===== src/ssb_pkg.sv =====
package ssb_pkg;
  // Register byte offsets on the Wishbone word bus
  localparam int ADR_W = 5;
  localparam logic [4:0] OFS_STATUS = 5'h00;
  localparam logic [4:0] OFS_BAUD = 5'h04;
  localparam logic [4:0] OFS_MODE = 5'h08;
  localparam logic [4:0] OFS_CTRL = 5'h0c;
  localparam logic [4:0] OFS_TXDATA = 5'h10;
  localparam logic [4:0] OFS_RXDATA = 5'h14;
  localparam logic [4:0] OFS_IRQ_ST = 5'h18;
  localparam logic [4:0] OFS_IRQ_MASK = 5'h1c;

  // Status register fields
  localparam int ST_TX_EMPTY = 7;
  localparam int ST_RX_FULL = 6;
  localparam int ST_PARITY_ERR = 3;
  localparam int ST_TX_DONE = 2;
  localparam int ST_RSV_RX = 1;
  localparam int ST_RSV_TX = 0;
  localparam logic [7:0] STATUS_RESET = 8'h84;

  // Mode and control fields
  localparam int MODE_SYNC = 7;
  localparam int MODE_CKS_HI = 1;
  localparam int MODE_CKS_LO = 0;
  localparam int CTRL_TX_EN = 5;
  localparam int CTRL_RX_EN = 4;

  // Interrupt status and mask fields
  localparam int IRQ_PARITY = 0;
  localparam int IRQ_TX_DONE = 1;
  localparam int IRQ_RX_FULL = 2;
  localparam int IRQ_TX_EMPTY = 3;
  localparam int IRQ_W = 4;

  localparam logic [7:0] BAUD_RESET = 8'hff;

  // Clock-select encodings and prescale terminal counts
  localparam logic [1:0] CKS_SYS = 2'h0;
  localparam logic [1:0] CKS_WATCH = 2'h1;
  localparam logic [1:0] CKS_DIV16 = 2'h2;
  localparam logic [1:0] CKS_DIV64 = 2'h3;
  localparam logic [5:0] DIV16_LAST = 6'h0f;
  localparam logic [5:0] DIV64_LAST = 6'h3f;
  // Samples per bit: 32 asynchronous, 8 clocked synchronous
  localparam logic [4:0] ASYNC_BIT_LAST = 5'h1f;
  localparam logic [4:0] SYNC_BIT_LAST = 5'h07;
endpackage


===== src/ssb_sync2.sv =====
`timescale 1ns/10ps
`default_nettype none
module ssb_sync2 (
  input wire logic i_clk,
  input wire logic i_resetn,
  input wire logic i_async,
  output logic o_sync
);
  logic meta;
  logic next_meta;
  logic next_sync;

  always_comb begin
    next_meta = i_async;
    next_sync = meta;
  end

  always_ff @(posedge i_clk) begin
    if (!i_resetn) begin
      meta <= 1'b0;
      o_sync <= 1'b0;
    end else begin
      meta <= next_meta;
      o_sync <= next_sync;
    end
  end
endmodule // ssb_sync2
`default_nettype wire


===== src/ssb_tick_div.sv =====
`timescale 1ns/10ps
`default_nettype none
module ssb_tick_div #(
  parameter int WIDTH = 8
) (
  input wire logic i_clk,
  input wire logic i_resetn,
  input wire logic i_tick,
  input wire logic [WIDTH-1:0] i_last,
  output logic o_tick
);
  logic [WIDTH-1:0] count;
  logic [WIDTH-1:0] next_count;
  logic wrap;

  // Counts input ticks 0..i_last, pulsing on the wrap
  always_comb begin
    wrap = i_tick && (count >= i_last);
    next_count = count;
    if (wrap) begin
      next_count = '0;
    end else if (i_tick) begin
      next_count = count + WIDTH'(1);
    end
  end

  always_ff @(posedge i_clk) begin
    if (!i_resetn) begin
      count <= '0;
      o_tick <= 1'b0;
    end else begin
      count <= next_count;
      o_tick <= wrap;
    end
  end
endmodule // ssb_tick_div
`default_nettype wire


===== src/ssb_top.sv =====
// Implementation choices: the register addresses and the Wishbone register port.
`timescale 1ns/10ps
`default_nettype none
module ssb_top (
  input wire logic I_CLK_SYS,
  input wire logic I_RESETN,
  input wire logic I_WB_CYC,
  input wire logic I_WB_STB,
  input wire logic I_WB_WE,
  input wire logic [4:0] I_WB_ADR,
  input wire logic [3:0] I_WB_SEL,
  input wire logic [31:0] I_WB_DAT,
  output logic [31:0] O_WB_DAT,
  output logic O_WB_ACK,
  input wire logic I_LOW_POWER,
  input wire logic I_WATCH_CLK,
  input wire logic I_RX_CHAR_VALID,
  input wire logic [7:0] I_RX_CHAR,
  input wire logic I_RX_PARITY_BAD,
  input wire logic I_TX_LOAD,
  input wire logic I_TX_LAST_BIT,
  output logic [7:0] O_TX_DATA,
  output logic O_TX_DATA_VALID,
  output logic O_TX_ALLOW,
  output logic O_RX_ALLOW,
  output logic O_SYNC_MODE,
  output logic O_SAMPLE_TICK,
  output logic O_BIT_TICK,
  output logic O_IRQ
);
  // Bus access state
  logic acc;
  logic wr;
  logic rd;
  logic [31:0] next_rdata;
  logic next_ack;

  // Software registers
  logic [7:0] baud_divider;
  logic [7:0] next_baud_divider;
  logic [7:0] serial_mode_reg;
  logic [7:0] next_serial_mode_reg;
  logic [7:0] serial_control_reg;
  logic [7:0] next_serial_control_reg;
  logic [7:0] tx_data_reg;
  logic [7:0] next_tx_data_reg;
  logic [7:0] rx_data_reg;
  logic [7:0] next_rx_data_reg;
  logic tx_pending;
  logic next_tx_pending;

  // Status flags and their read-as-one arming bits
  logic parity_err_flag;
  logic next_parity_err_flag;
  logic tx_done_flag;
  logic next_tx_done_flag;
  logic tx_empty_flag;
  logic next_tx_empty_flag;
  logic rx_full_flag;
  logic next_rx_full_flag;
  logic reserved_tx_bit;
  logic next_reserved_tx_bit;
  logic parity_armed;
  logic next_parity_armed;
  logic tx_empty_armed;
  logic next_tx_empty_armed;
  logic rx_full_armed;
  logic next_rx_full_armed;
  logic [7:0] status_view;

  // Interrupts
  logic [ssb_pkg::IRQ_W-1:0] irq_status;
  logic [ssb_pkg::IRQ_W-1:0] next_irq_status;
  logic [ssb_pkg::IRQ_W-1:0] irq_mask;
  logic [ssb_pkg::IRQ_W-1:0] next_irq_mask;
  logic [ssb_pkg::IRQ_W-1:0] irq_event;

  // Baud generation
  logic watch_sync;
  logic watch_prev;
  logic watch_edge;
  logic div16_tick;
  logic div64_tick;
  logic src_tick;
  logic sample_tick;
  logic bit_tick;
  logic [4:0] bit_last;

  // Event decode from the shifters
  logic sync_mode;
  logic tx_en;
  logic rx_en;
  logic rx_take;
  logic rx_good;
  logic rx_bad;
  logic tx_last_set;
  logic tx_load_take;

  // Status and data register access decode
  logic st_wr;
  logic clr_parity;
  logic clr_tx_empty;
  logic clr_rx_full;
  logic st_rd;
  logic tx_wr;
  logic rx_rd;

  assign acc = I_WB_CYC && I_WB_STB && O_WB_ACK;
  assign wr = acc && I_WB_WE && I_WB_SEL[0];
  assign rd = acc && !I_WB_WE;

  assign sync_mode = serial_mode_reg[ssb_pkg::MODE_SYNC];
  assign tx_en = serial_control_reg[ssb_pkg::CTRL_TX_EN];
  assign rx_en = serial_control_reg[ssb_pkg::CTRL_RX_EN];

  assign O_RX_ALLOW = rx_en && !parity_err_flag;
  assign O_TX_ALLOW = tx_en && !(sync_mode && parity_err_flag);
  assign O_SYNC_MODE = sync_mode;
  assign O_TX_DATA = tx_data_reg;
  assign O_TX_DATA_VALID = tx_pending;

  // Characters arriving while the gate is shut are dropped here as well
  assign rx_take = I_RX_CHAR_VALID && O_RX_ALLOW;
  assign rx_good = rx_take && !I_RX_PARITY_BAD;
  assign rx_bad = rx_take && I_RX_PARITY_BAD;
  assign tx_load_take = I_TX_LOAD && tx_pending && O_TX_ALLOW;
  assign tx_last_set = I_TX_LAST_BIT && tx_empty_flag;

  assign st_wr = wr && (I_WB_ADR == ssb_pkg::OFS_STATUS);
  assign st_rd = rd && (I_WB_ADR == ssb_pkg::OFS_STATUS);
  assign tx_wr = wr && (I_WB_ADR == ssb_pkg::OFS_TXDATA);
  assign rx_rd = rd && (I_WB_ADR == ssb_pkg::OFS_RXDATA);
  assign clr_parity = st_wr && !I_WB_DAT[ssb_pkg::ST_PARITY_ERR] && parity_armed;
  assign clr_tx_empty = st_wr && !I_WB_DAT[ssb_pkg::ST_TX_EMPTY] && tx_empty_armed;
  assign clr_rx_full = st_wr && !I_WB_DAT[ssb_pkg::ST_RX_FULL] && rx_full_armed;

  always_comb begin
    status_view = '0;
    status_view[ssb_pkg::ST_TX_EMPTY] = tx_empty_flag;
    status_view[ssb_pkg::ST_RX_FULL] = rx_full_flag;
    status_view[ssb_pkg::ST_PARITY_ERR] = parity_err_flag;
    status_view[ssb_pkg::ST_TX_DONE] = tx_done_flag;
    status_view[ssb_pkg::ST_RSV_RX] = 1'b0;
    status_view[ssb_pkg::ST_RSV_TX] = reserved_tx_bit;
  end

  // Bus slave: ack one cycle after the request, read data captured with it
  always_comb begin
    next_ack = I_WB_CYC && I_WB_STB && !O_WB_ACK;
    next_rdata = '0;
    unique case (I_WB_ADR)
      ssb_pkg::OFS_STATUS: next_rdata[7:0] = status_view;
      ssb_pkg::OFS_BAUD: next_rdata[7:0] = baud_divider;
      ssb_pkg::OFS_MODE: next_rdata[7:0] = serial_mode_reg;
      ssb_pkg::OFS_CTRL: next_rdata[7:0] = serial_control_reg;
      ssb_pkg::OFS_TXDATA: next_rdata[7:0] = tx_data_reg;
      ssb_pkg::OFS_RXDATA: next_rdata[7:0] = rx_data_reg;
      ssb_pkg::OFS_IRQ_ST: next_rdata[ssb_pkg::IRQ_W-1:0] = irq_status;
      ssb_pkg::OFS_IRQ_MASK: next_rdata[ssb_pkg::IRQ_W-1:0] = irq_mask;
      default: next_rdata = '0;
    endcase
  end

  always_ff @(posedge I_CLK_SYS) begin
    if (!I_RESETN) begin
      O_WB_ACK <= 1'b0;
      O_WB_DAT <= '0;
    end else begin
      O_WB_ACK <= next_ack;
      O_WB_DAT <= next_rdata;
    end
  end

  // Plain software registers and the data path
  always_comb begin
    next_baud_divider = baud_divider;
    next_serial_mode_reg = serial_mode_reg;
    next_serial_control_reg = serial_control_reg;
    next_tx_data_reg = tx_data_reg;
    next_rx_data_reg = rx_data_reg;
    next_tx_pending = tx_pending;
    next_reserved_tx_bit = reserved_tx_bit;
    if (wr && I_WB_ADR == ssb_pkg::OFS_BAUD) begin
      next_baud_divider = I_WB_DAT[7:0];
    end
    if (I_LOW_POWER) begin
      next_baud_divider = ssb_pkg::BAUD_RESET;
    end
    if (wr && I_WB_ADR == ssb_pkg::OFS_MODE) begin
      next_serial_mode_reg = I_WB_DAT[7:0];
    end
    if (wr && I_WB_ADR == ssb_pkg::OFS_CTRL) begin
      next_serial_control_reg = I_WB_DAT[7:0];
    end
    if (st_wr) begin
      next_reserved_tx_bit = I_WB_DAT[ssb_pkg::ST_RSV_TX];
    end
    if (tx_load_take) begin
      next_tx_pending = 1'b0;
    end
    if (tx_wr) begin
      next_tx_data_reg = I_WB_DAT[7:0];
      next_tx_pending = 1'b1;
    end
    if (rx_take) begin
      next_rx_data_reg = I_RX_CHAR;
    end
  end

  always_ff @(posedge I_CLK_SYS) begin
    if (!I_RESETN) begin
      baud_divider <= ssb_pkg::BAUD_RESET;
      serial_mode_reg <= '0;
      serial_control_reg <= '0;
      tx_data_reg <= '0;
      rx_data_reg <= '0;
      tx_pending <= 1'b0;
      reserved_tx_bit <= 1'b0;
    end else begin
      baud_divider <= next_baud_divider;
      serial_mode_reg <= next_serial_mode_reg;
      serial_control_reg <= next_serial_control_reg;
      tx_data_reg <= next_tx_data_reg;
      rx_data_reg <= next_rx_data_reg;
      tx_pending <= next_tx_pending;
      reserved_tx_bit <= next_reserved_tx_bit;
    end
  end

  // Status flags; in every flag a set beats a same-cycle clear
  always_comb begin
    next_parity_armed = parity_armed;
    next_tx_empty_armed = tx_empty_armed;
    next_rx_full_armed = rx_full_armed;
    if (st_rd) begin
      next_parity_armed = parity_err_flag;
      next_tx_empty_armed = tx_empty_flag;
      next_rx_full_armed = rx_full_flag;
    end
    // A clear consumes its arming read
    if (clr_parity) begin
      next_parity_armed = 1'b0;
    end
    if (clr_tx_empty) begin
      next_tx_empty_armed = 1'b0;
    end
    if (clr_rx_full || rx_rd) begin
      next_rx_full_armed = 1'b0;
    end

    next_parity_err_flag = parity_err_flag;
    if (clr_parity) begin
      next_parity_err_flag = 1'b0;
    end
    if (rx_bad) begin
      next_parity_err_flag = 1'b1;
    end

    next_rx_full_flag = rx_full_flag;
    if (clr_rx_full || rx_rd) begin
      next_rx_full_flag = 1'b0;
    end
    if (rx_good) begin
      next_rx_full_flag = 1'b1;
    end

    next_tx_empty_flag = tx_empty_flag;
    if (clr_tx_empty || tx_wr) begin
      next_tx_empty_flag = 1'b0;
    end
    if (tx_load_take || !tx_en) begin
      next_tx_empty_flag = 1'b1;
    end

    next_tx_done_flag = tx_done_flag;
    if (clr_tx_empty || tx_wr) begin
      next_tx_done_flag = 1'b0;
    end
    if (tx_last_set || !tx_en) begin
      next_tx_done_flag = 1'b1;
    end
  end

  always_ff @(posedge I_CLK_SYS) begin
    if (!I_RESETN) begin
      parity_err_flag <= ssb_pkg::STATUS_RESET[ssb_pkg::ST_PARITY_ERR];
      tx_done_flag <= ssb_pkg::STATUS_RESET[ssb_pkg::ST_TX_DONE];
      tx_empty_flag <= ssb_pkg::STATUS_RESET[ssb_pkg::ST_TX_EMPTY];
      rx_full_flag <= ssb_pkg::STATUS_RESET[ssb_pkg::ST_RX_FULL];
      parity_armed <= 1'b0;
      tx_empty_armed <= 1'b0;
      rx_full_armed <= 1'b0;
    end else begin
      parity_err_flag <= next_parity_err_flag;
      tx_done_flag <= next_tx_done_flag;
      tx_empty_flag <= next_tx_empty_flag;
      rx_full_flag <= next_rx_full_flag;
      parity_armed <= next_parity_armed;
      tx_empty_armed <= next_tx_empty_armed;
      rx_full_armed <= next_rx_full_armed;
    end
  end

  // Interrupts: sticky on flag rising, write one to clear, set wins
  always_comb begin
    irq_event = '0;
    irq_event[ssb_pkg::IRQ_PARITY] = next_parity_err_flag && !parity_err_flag;
    irq_event[ssb_pkg::IRQ_TX_DONE] = next_tx_done_flag && !tx_done_flag;
    irq_event[ssb_pkg::IRQ_RX_FULL] = next_rx_full_flag && !rx_full_flag;
    irq_event[ssb_pkg::IRQ_TX_EMPTY] = next_tx_empty_flag && !tx_empty_flag;
    next_irq_status = irq_status;
    next_irq_mask = irq_mask;
    if (wr && I_WB_ADR == ssb_pkg::OFS_IRQ_ST) begin
      next_irq_status = irq_status & ~I_WB_DAT[ssb_pkg::IRQ_W-1:0];
    end
    next_irq_status = next_irq_status | irq_event;
    if (wr && I_WB_ADR == ssb_pkg::OFS_IRQ_MASK) begin
      next_irq_mask = I_WB_DAT[ssb_pkg::IRQ_W-1:0];
    end
  end

  always_ff @(posedge I_CLK_SYS) begin
    if (!I_RESETN) begin
      irq_status <= '0;
      irq_mask <= '0;
      O_IRQ <= 1'b0;
    end else begin
      irq_status <= next_irq_status;
      irq_mask <= next_irq_mask;
      O_IRQ <= |(next_irq_status & next_irq_mask);
    end
  end

  // Watch clock is a slow foreign pin; only its rising edges are counted
  ssb_sync2 u_watch_sync (
    .i_clk(I_CLK_SYS),
    .i_resetn(I_RESETN),
    .i_async(I_WATCH_CLK),
    .o_sync(watch_sync)
  );

  always_ff @(posedge I_CLK_SYS) begin
    if (!I_RESETN) begin
      watch_prev <= 1'b0;
    end else begin
      watch_prev <= watch_sync;
    end
  end

  assign watch_edge = watch_sync && !watch_prev;

  ssb_tick_div #(.WIDTH(6)) u_div16 (
    .i_clk(I_CLK_SYS),
    .i_resetn(I_RESETN),
    .i_tick(1'b1),
    .i_last(ssb_pkg::DIV16_LAST),
    .o_tick(div16_tick)
  );

  ssb_tick_div #(.WIDTH(6)) u_div64 (
    .i_clk(I_CLK_SYS),
    .i_resetn(I_RESETN),
    .i_tick(1'b1),
    .i_last(ssb_pkg::DIV64_LAST),
    .o_tick(div64_tick)
  );

  always_comb begin
    unique case (serial_mode_reg[ssb_pkg::MODE_CKS_HI:ssb_pkg::MODE_CKS_LO])
      ssb_pkg::CKS_SYS: src_tick = 1'b1;
      ssb_pkg::CKS_WATCH: src_tick = watch_edge;
      ssb_pkg::CKS_DIV16: src_tick = div16_tick;
      ssb_pkg::CKS_DIV64: src_tick = div64_tick;
    endcase
  end

  ssb_tick_div #(.WIDTH(8)) u_baud_div (
    .i_clk(I_CLK_SYS),
    .i_resetn(I_RESETN),
    .i_tick(src_tick),
    .i_last(baud_divider),
    .o_tick(sample_tick)
  );

  assign bit_last = sync_mode ? ssb_pkg::SYNC_BIT_LAST : ssb_pkg::ASYNC_BIT_LAST;

  ssb_tick_div #(.WIDTH(5)) u_bit_div (
    .i_clk(I_CLK_SYS),
    .i_resetn(I_RESETN),
    .i_tick(sample_tick),
    .i_last(bit_last),
    .o_tick(bit_tick)
  );

  assign O_SAMPLE_TICK = sample_tick;
  assign O_BIT_TICK = bit_tick;
endmodule // ssb_top
`default_nettype wire


===== config.mk =====
export PLATFORM = sky130hd
export DESIGN_NAME = ssb_top
export DESIGN_NICKNAME = d
export VERILOG_FILES = /design/src/ssb_pkg.sv /design/src/ssb_sync2.sv /design/src/ssb_tick_div.sv /design/src/ssb_top.sv
export SDC_FILE = /design/constraint.sdc
export NUM_CORES = 1
export LEC_CHECK = 0
export ABC_AREA = 1
export BUFFER_PORTS_ARGS = -buffer_cell sky130_fd_sc_hd__buf_2
export CORE_MARGIN = 5
export CORE_UTILIZATION = 55
export CTS_BUF_LIST = sky130_fd_sc_hd__clkbuf_4 sky130_fd_sc_hd__clkbuf_8
export CTS_CLUSTER_DIAMETER = 30
export DETAILED_ROUTE_END_ITERATION = 6
export PLACE_DENSITY_LB_ADDON = 0.05
export SLEW_MARGIN = 20
export SYNTH_ARGS = -nofsm -noshare
export SYNTH_HDL_FRONTEND = slang
export SYNTH_SLANG_ARGS = --single-unit
export TNS_END_PERCENT = 5

===== constraint.sdc =====
create_clock -name I_CLK_SYS -period 1.7 [get_ports I_CLK_SYS]
set_input_delay 0.17 -clock I_CLK_SYS [delete_from_list [all_inputs] [get_ports I_CLK_SYS]]
set_output_delay 0.17 -clock I_CLK_SYS [all_outputs]
set_load 0.02 [all_outputs]

Word level (Yosys, flattened, before mapping). Cells that the tools add are included.

Flip-flop bits (word level): 123. Bits in latches: 0. Memory bits (writable): 0. Memory bits (read-only): 0. Bits of input ports: 60. Output and inout port bits: 48. Word-level logic and storage cells: 136. Memories kept: 0.

Add/sub/neg operators: 4. Multipliers: 0. Divide/modulo/power cells: 0. $lt $le $gt $ge: 4. Eq/ne operators: 10. Shifts and indexed selects: 0. Muxes and demuxes: 16. Bitwise gates (word level): 5. Reductions and logical operators: 66.

Operator list (count): $logic_and 1x1->1 (37); $pmux 4 s8 (1); $pmux 4 s6 (1); $eq 5x5->1 const B (4); $reduce_or 2->1 (8); $logic_not 1->1 (13); $add 6x1->6 const B (2); $eq 5x4->1 const B (2); $mux 1 (10); $add 8x1->8 const B (1); $and 4x4->4 (2); $ge 8x8->1 (1); $mux 4 (2); $ge 6x4->1 const B (1); $ge 6x6->1 const B (1); $add 5x1->5 const B (1); $eq 5x3->1 const B (1); $ge 5x5->1 (1); $logic_not 5->1 (1); $mux 5 (1); $eq 2x2->1 const B (2); $logic_or 1x1->1 (4); $not 4->4 (1); $or 4x4->4 (1); other kinds (6) (6).

Logic depth before layout (Yosys ltp).
Depth after elaboration: 14. Mapped depth: 10. Gate-level depth less buffers: 10.

By module. Synthesis repeated with hierarchy kept, for this count alone.

Cells, all modules: 699. Area, all modules: 5275.1 um^2.

Modules (own cells, without submodules): ssb_top (times used 1, cells an instance 435, area an instance 3219.3 um^2, seq. area each 1361.3 um^2); ssb_tick_div at u_div16 ... (times used 2, cells an instance 61, area an instance 475.5 um^2, seq. area each 140.1 um^2); ssb_tick_div at u_baud_div (times used 1, cells an instance 88, area an instance 650.6 um^2, seq. area each 180.2 um^2); ssb_tick_div at u_bit_div (times used 1, cells an instance 48, area an instance 399.1 um^2, seq. area each 120.1 um^2); ssb_sync2 (times used 1, cells an instance 6, area an instance 55.1 um^2, seq. area each 40.0 um^2).

Worst setup path before layout. Ideal clock, no wire load.

Path type: register to register. Start: reg serial_mode_reg[7]. End: reg u_bit_div.count[0]. Library setup time: 0.066 ns. Arrival: 1.433 ns. Data required time: 1.634 ns. Slack: 0.202 ns. Stages on the path, launching flop included: 7. Path buffers: 0. Clock period less this slack: 1.498 ns. Cell sequence: dfxtp_1 ha_1 a21boi_0 o21a_1 o21ai_0 nand2_1 nor2_1.

Longest elaborated chain between the ends: 4.

Ends and longest elaborated chain: start, declared (line ssb_top.sv:41) `logic [7:0] serial_mode_reg;`; start signal, assigned (line ssb_top.sv:221) `serial_mode_reg <= next_serial_mode_reg;`; $mux 5 (line ssb_top.sv:385) `assign bit_last = sync_mode ? ssb_pkg::SYNC_BIT_LAST : ssb_pkg::ASYNC_BIT_LAST;`; $ge 5x5->1 (line ssb_tick_div.sv:18) `wrap = i_tick && (count >= i_last);`; $logic_and 1x1->1 (line ssb_tick_div.sv:18); $reduce_or 2->1 (no source line); end signal, assigned (line ssb_tick_div.sv:32) `count <= next_count;`; end, declared (line ssb_tick_div.sv:12) `logic [WIDTH-1:0] count;`.

No other way between the ends. A chain may end at the register's enable or synchronous reset.

Final worst setup path.
Start: reg baud_divider[3]. End: reg u_baud_div.count[1].

Longest elaborated chain between the ends: 3.

Ends and longest elaborated chain: start, declared (line ssb_top.sv:39) `logic [7:0] baud_divider;`; start signal, assigned (line ssb_top.sv:212) `baud_divider <= ssb_pkg::BAUD_RESET;`; start signal, assigned (line ssb_top.sv:220) `baud_divider <= next_baud_divider;`; $ge 8x8->1 (line ssb_tick_div.sv:18); $logic_and 1x1->1 (line ssb_tick_div.sv:18); $reduce_or 2->1 (no source line); end signal, assigned (line ssb_tick_div.sv:32); end, declared (line ssb_tick_div.sv:12).

No other way between the ends.

==> run_results.csv <==
group,metric,value,unit
layout,fin_nets,724,
clocking,cts_tree,"yes",
global_routing,grt_use_total,0.2168,
route,ant_nets,0,
synthesis,seq_area_frac_synth,0.4442,
route,drc_errors,0,
clocking,cts-root-buf,"clkbuf_8",
timing,fmax,657.4,MHz
clocking,clock-sinks,99,
route,drt_iter0_markers,208,
layout,diodes,0,
timing,hold_viol,0,
placement,portBuffers,56,
timing,slew_headroom,0.6289,
synthesis,async_reset_ff_frac,0,
clocking,postCtsSetupRepairBufs,0,
synthesis,synth_flop_cell,"dfxtp_1",
synthesis,synth-simple-area-share,0.2255,
route,top_layer,"met4",
layout,layout_commonest_cell,"dfxtp_1",
critical_path,endpoint_kind,"flop",
placement,placed_area,0.004816,mm²
global_routing,antenna_found_initial,0,
pwr,power_density,829.7,mW/mm²
floorplan,die-width,100.1,µm
synthesis,ys.warnings.count,0,
status,status,"finished, final reports clean",
synthesis,synth-seq-cells,99,
floorplan,start_util,0.5715,
global_routing,grt_max_degree,25,
route,vias,3954,
timing,max_slew.worst_pin.slew,0.5547,ns
timing,slew_viol_final,0,
route,drt-pass1-iter-count,4,
synthesis,synth.mux.area_fraction,0.002243,
route,dr_wl_met3,741,µm
timing,post-route-min-period,1.521,ns
clocking,cts.reportedPaths.clkPinSlew,0.09,ns
clocking,cts.path.max_buffers,2,
synthesis,synth_area,0.004462,mm²
layout,drive_gt1_frac,0.1634,
pwr,peakVddDrop,584.0,µV
floorplan,dieArea,0.01001,mm²
timing,grt_setup_unrepaired,"no",
synthesis,synth-xor-area-share,0.02159,
synthesis,avgSynthCellArea,7.679,µm²
route,met2_length,4966,µm
floorplan,rows,32,
layout,utilization,0.6447,
global_routing,grt_pass1_vias,3652,
layout,area_growth,12.82,%
critical_path,worst-setup-path-type,"reg2reg",
timing,setup_ws,0.1789,ns
route,wl_per_cell,14.11,µm
clocking,htree_levels,3,
placement,dp_slack,0.1215,ns
timing,finalClockSkew,0.01416,ns
critical_path,worstPathMaxFanout,8,
critical_path,start_kind,"flop",
synthesis,synth_compound_area_frac,0.1610,
placement,hpwl,8111,µm
floorplan,core_area,0.007807,mm²
critical_path,worstPathRequired,1.99,ns
route,met1Wirelength,4693,µm
floorplan,ios,108,
placement,gp_congestion,0.9231,
synthesis,synth_top_family_by_area,"simple AND/OR/NAND/NOR gates",
synthesis,synth_cell_types,36,
global_routing,overflow,0,
pwr,leakage,2.283,nW
layout,postLayoutCellArea,0.005034,mm²
clocking,cts_buffers,9,
clocking,clk_latency,0.36,ns
flow_run,drv_cap,0,
layout,instances_no_fill,757,
critical_path,arrival,1.81,ns
floorplan,die_h,100.1,µm
route,wl,10680,µm
synthesis,netlist_instances,581,
placement,dp_cells,740,
synthesis,synth-edff-count,0,
route,via_per_inst,5.223,
timing,finalCritPeriodShare,0.8948,
timing,tns,0,ns
layout,mostFrequentLayoutCells,"99 x dfxtp_1, 97 x nand2_1, 78 x nor2_1",
synthesis,synth-adder-area-share,0.03926,
timing,setup_viol,0,
global_routing,grt_pass1_wl,17400,µm
hold_path,hold_class,"in2reg",
==> metrics by stage <==
step | power, mW | hold slack (ns)
2_1_floorplan | 2.606 | 0.2676
3_3_place_gp | 2.662 | 0.3508
3_5_place_dp | 2.667 | 0.3659
4_1_cts | 4.210 | 0.02886
5_1_grt | 4.336 | 0.04281
6_report | 4.176 | 0.04557
==> final cells by class <==
class,count,area (µm²)
clock buffers,11,145.1
multi-input cells,409,2106
flip-flops and latches,99,1982
inverters,62,232.7
repair buffers,69,380.4
well taps,102,127.6
fillers,729,2774
clock inverters,5,60.06
==> cell usage after synthesis, drive strengths merged, types with 3 or more instances <==
library cell / number / area (µm²)
buf: 28 / 207.7
nand4: 6 / 37.54
nor2: 90 / 402.9
xor2: 8 / 70.07
clkbuf: 8 / 30.03
nor3: 3 / 15.01
o22ai: 7 / 43.79
o21ai: 44 / 224.0
inv: 62 / 232.7
a21oi: 50 / 250.2
nand2: 100 / 380.4
o21a: 3 / 22.52
dfxtp: 99 / 1982
o211ai: 10 / 75.07
xnor2: 3 / 26.28
ha: 14 / 175.2
a211oi: 4 / 30.03
nand3: 28 / 150.1
==> per-layer routing <==
layer	up-vias	global-route usage
met5	-	0
met4	0	0.08912
met3	20	0.04239
met2	119	0.3515
met1	1822	0.2835
li1	1993	-
==> where the power goes <==
group	internal [mW]	switching, mW	total (mW)
Clock	0.743	0.815	1.56
Combinational	0.0738	0.187	0.260
Sequential	2.34	0.0163	2.36
==> critical path, cell delays in order (launching register included) <==
cell and delay [ns]:
dfxtp_1 0.32, inv_1 0.08, ha_1 0.31, a21oi_1 0.14
o21ai_0 0.09, nand2_1 0.07, nand3_1 0.07, nand2_1 0.11
nand2_2 0.13, a21oi_1 0.15
==> path summary, 6_finish.rpt <==
path,start,endpoint,slack [ns],cells past startpoint
min,I_WB_STB,O_WB_ACK,0.05,3
max reg2reg,baud_divider[3],u_baud_div.count[1],0.18,9
max,baud_divider[3],u_baud_div.count[1],0.18,9
min reg2reg,u_watch_sync.meta,u_watch_sync.o_sync,0.43,2
==> logic make-up after synthesis <==
kind of cell	after synthesis
xor+xnor	11
fa+ha+maj	14
flops	99
other cells	1
buf+inv	98
compound gates	127
mux	1
simple gates	230
==> what timing repair did <==
item | CTS | global route
endpoints found under the hold margin | 1 | 0
resized for setup | 0 | 3
hold buffers | 1 | 0
endpoints found under the setup margin | 0 | 8
No activity file was read; power rests on OpenSTA's default activity.
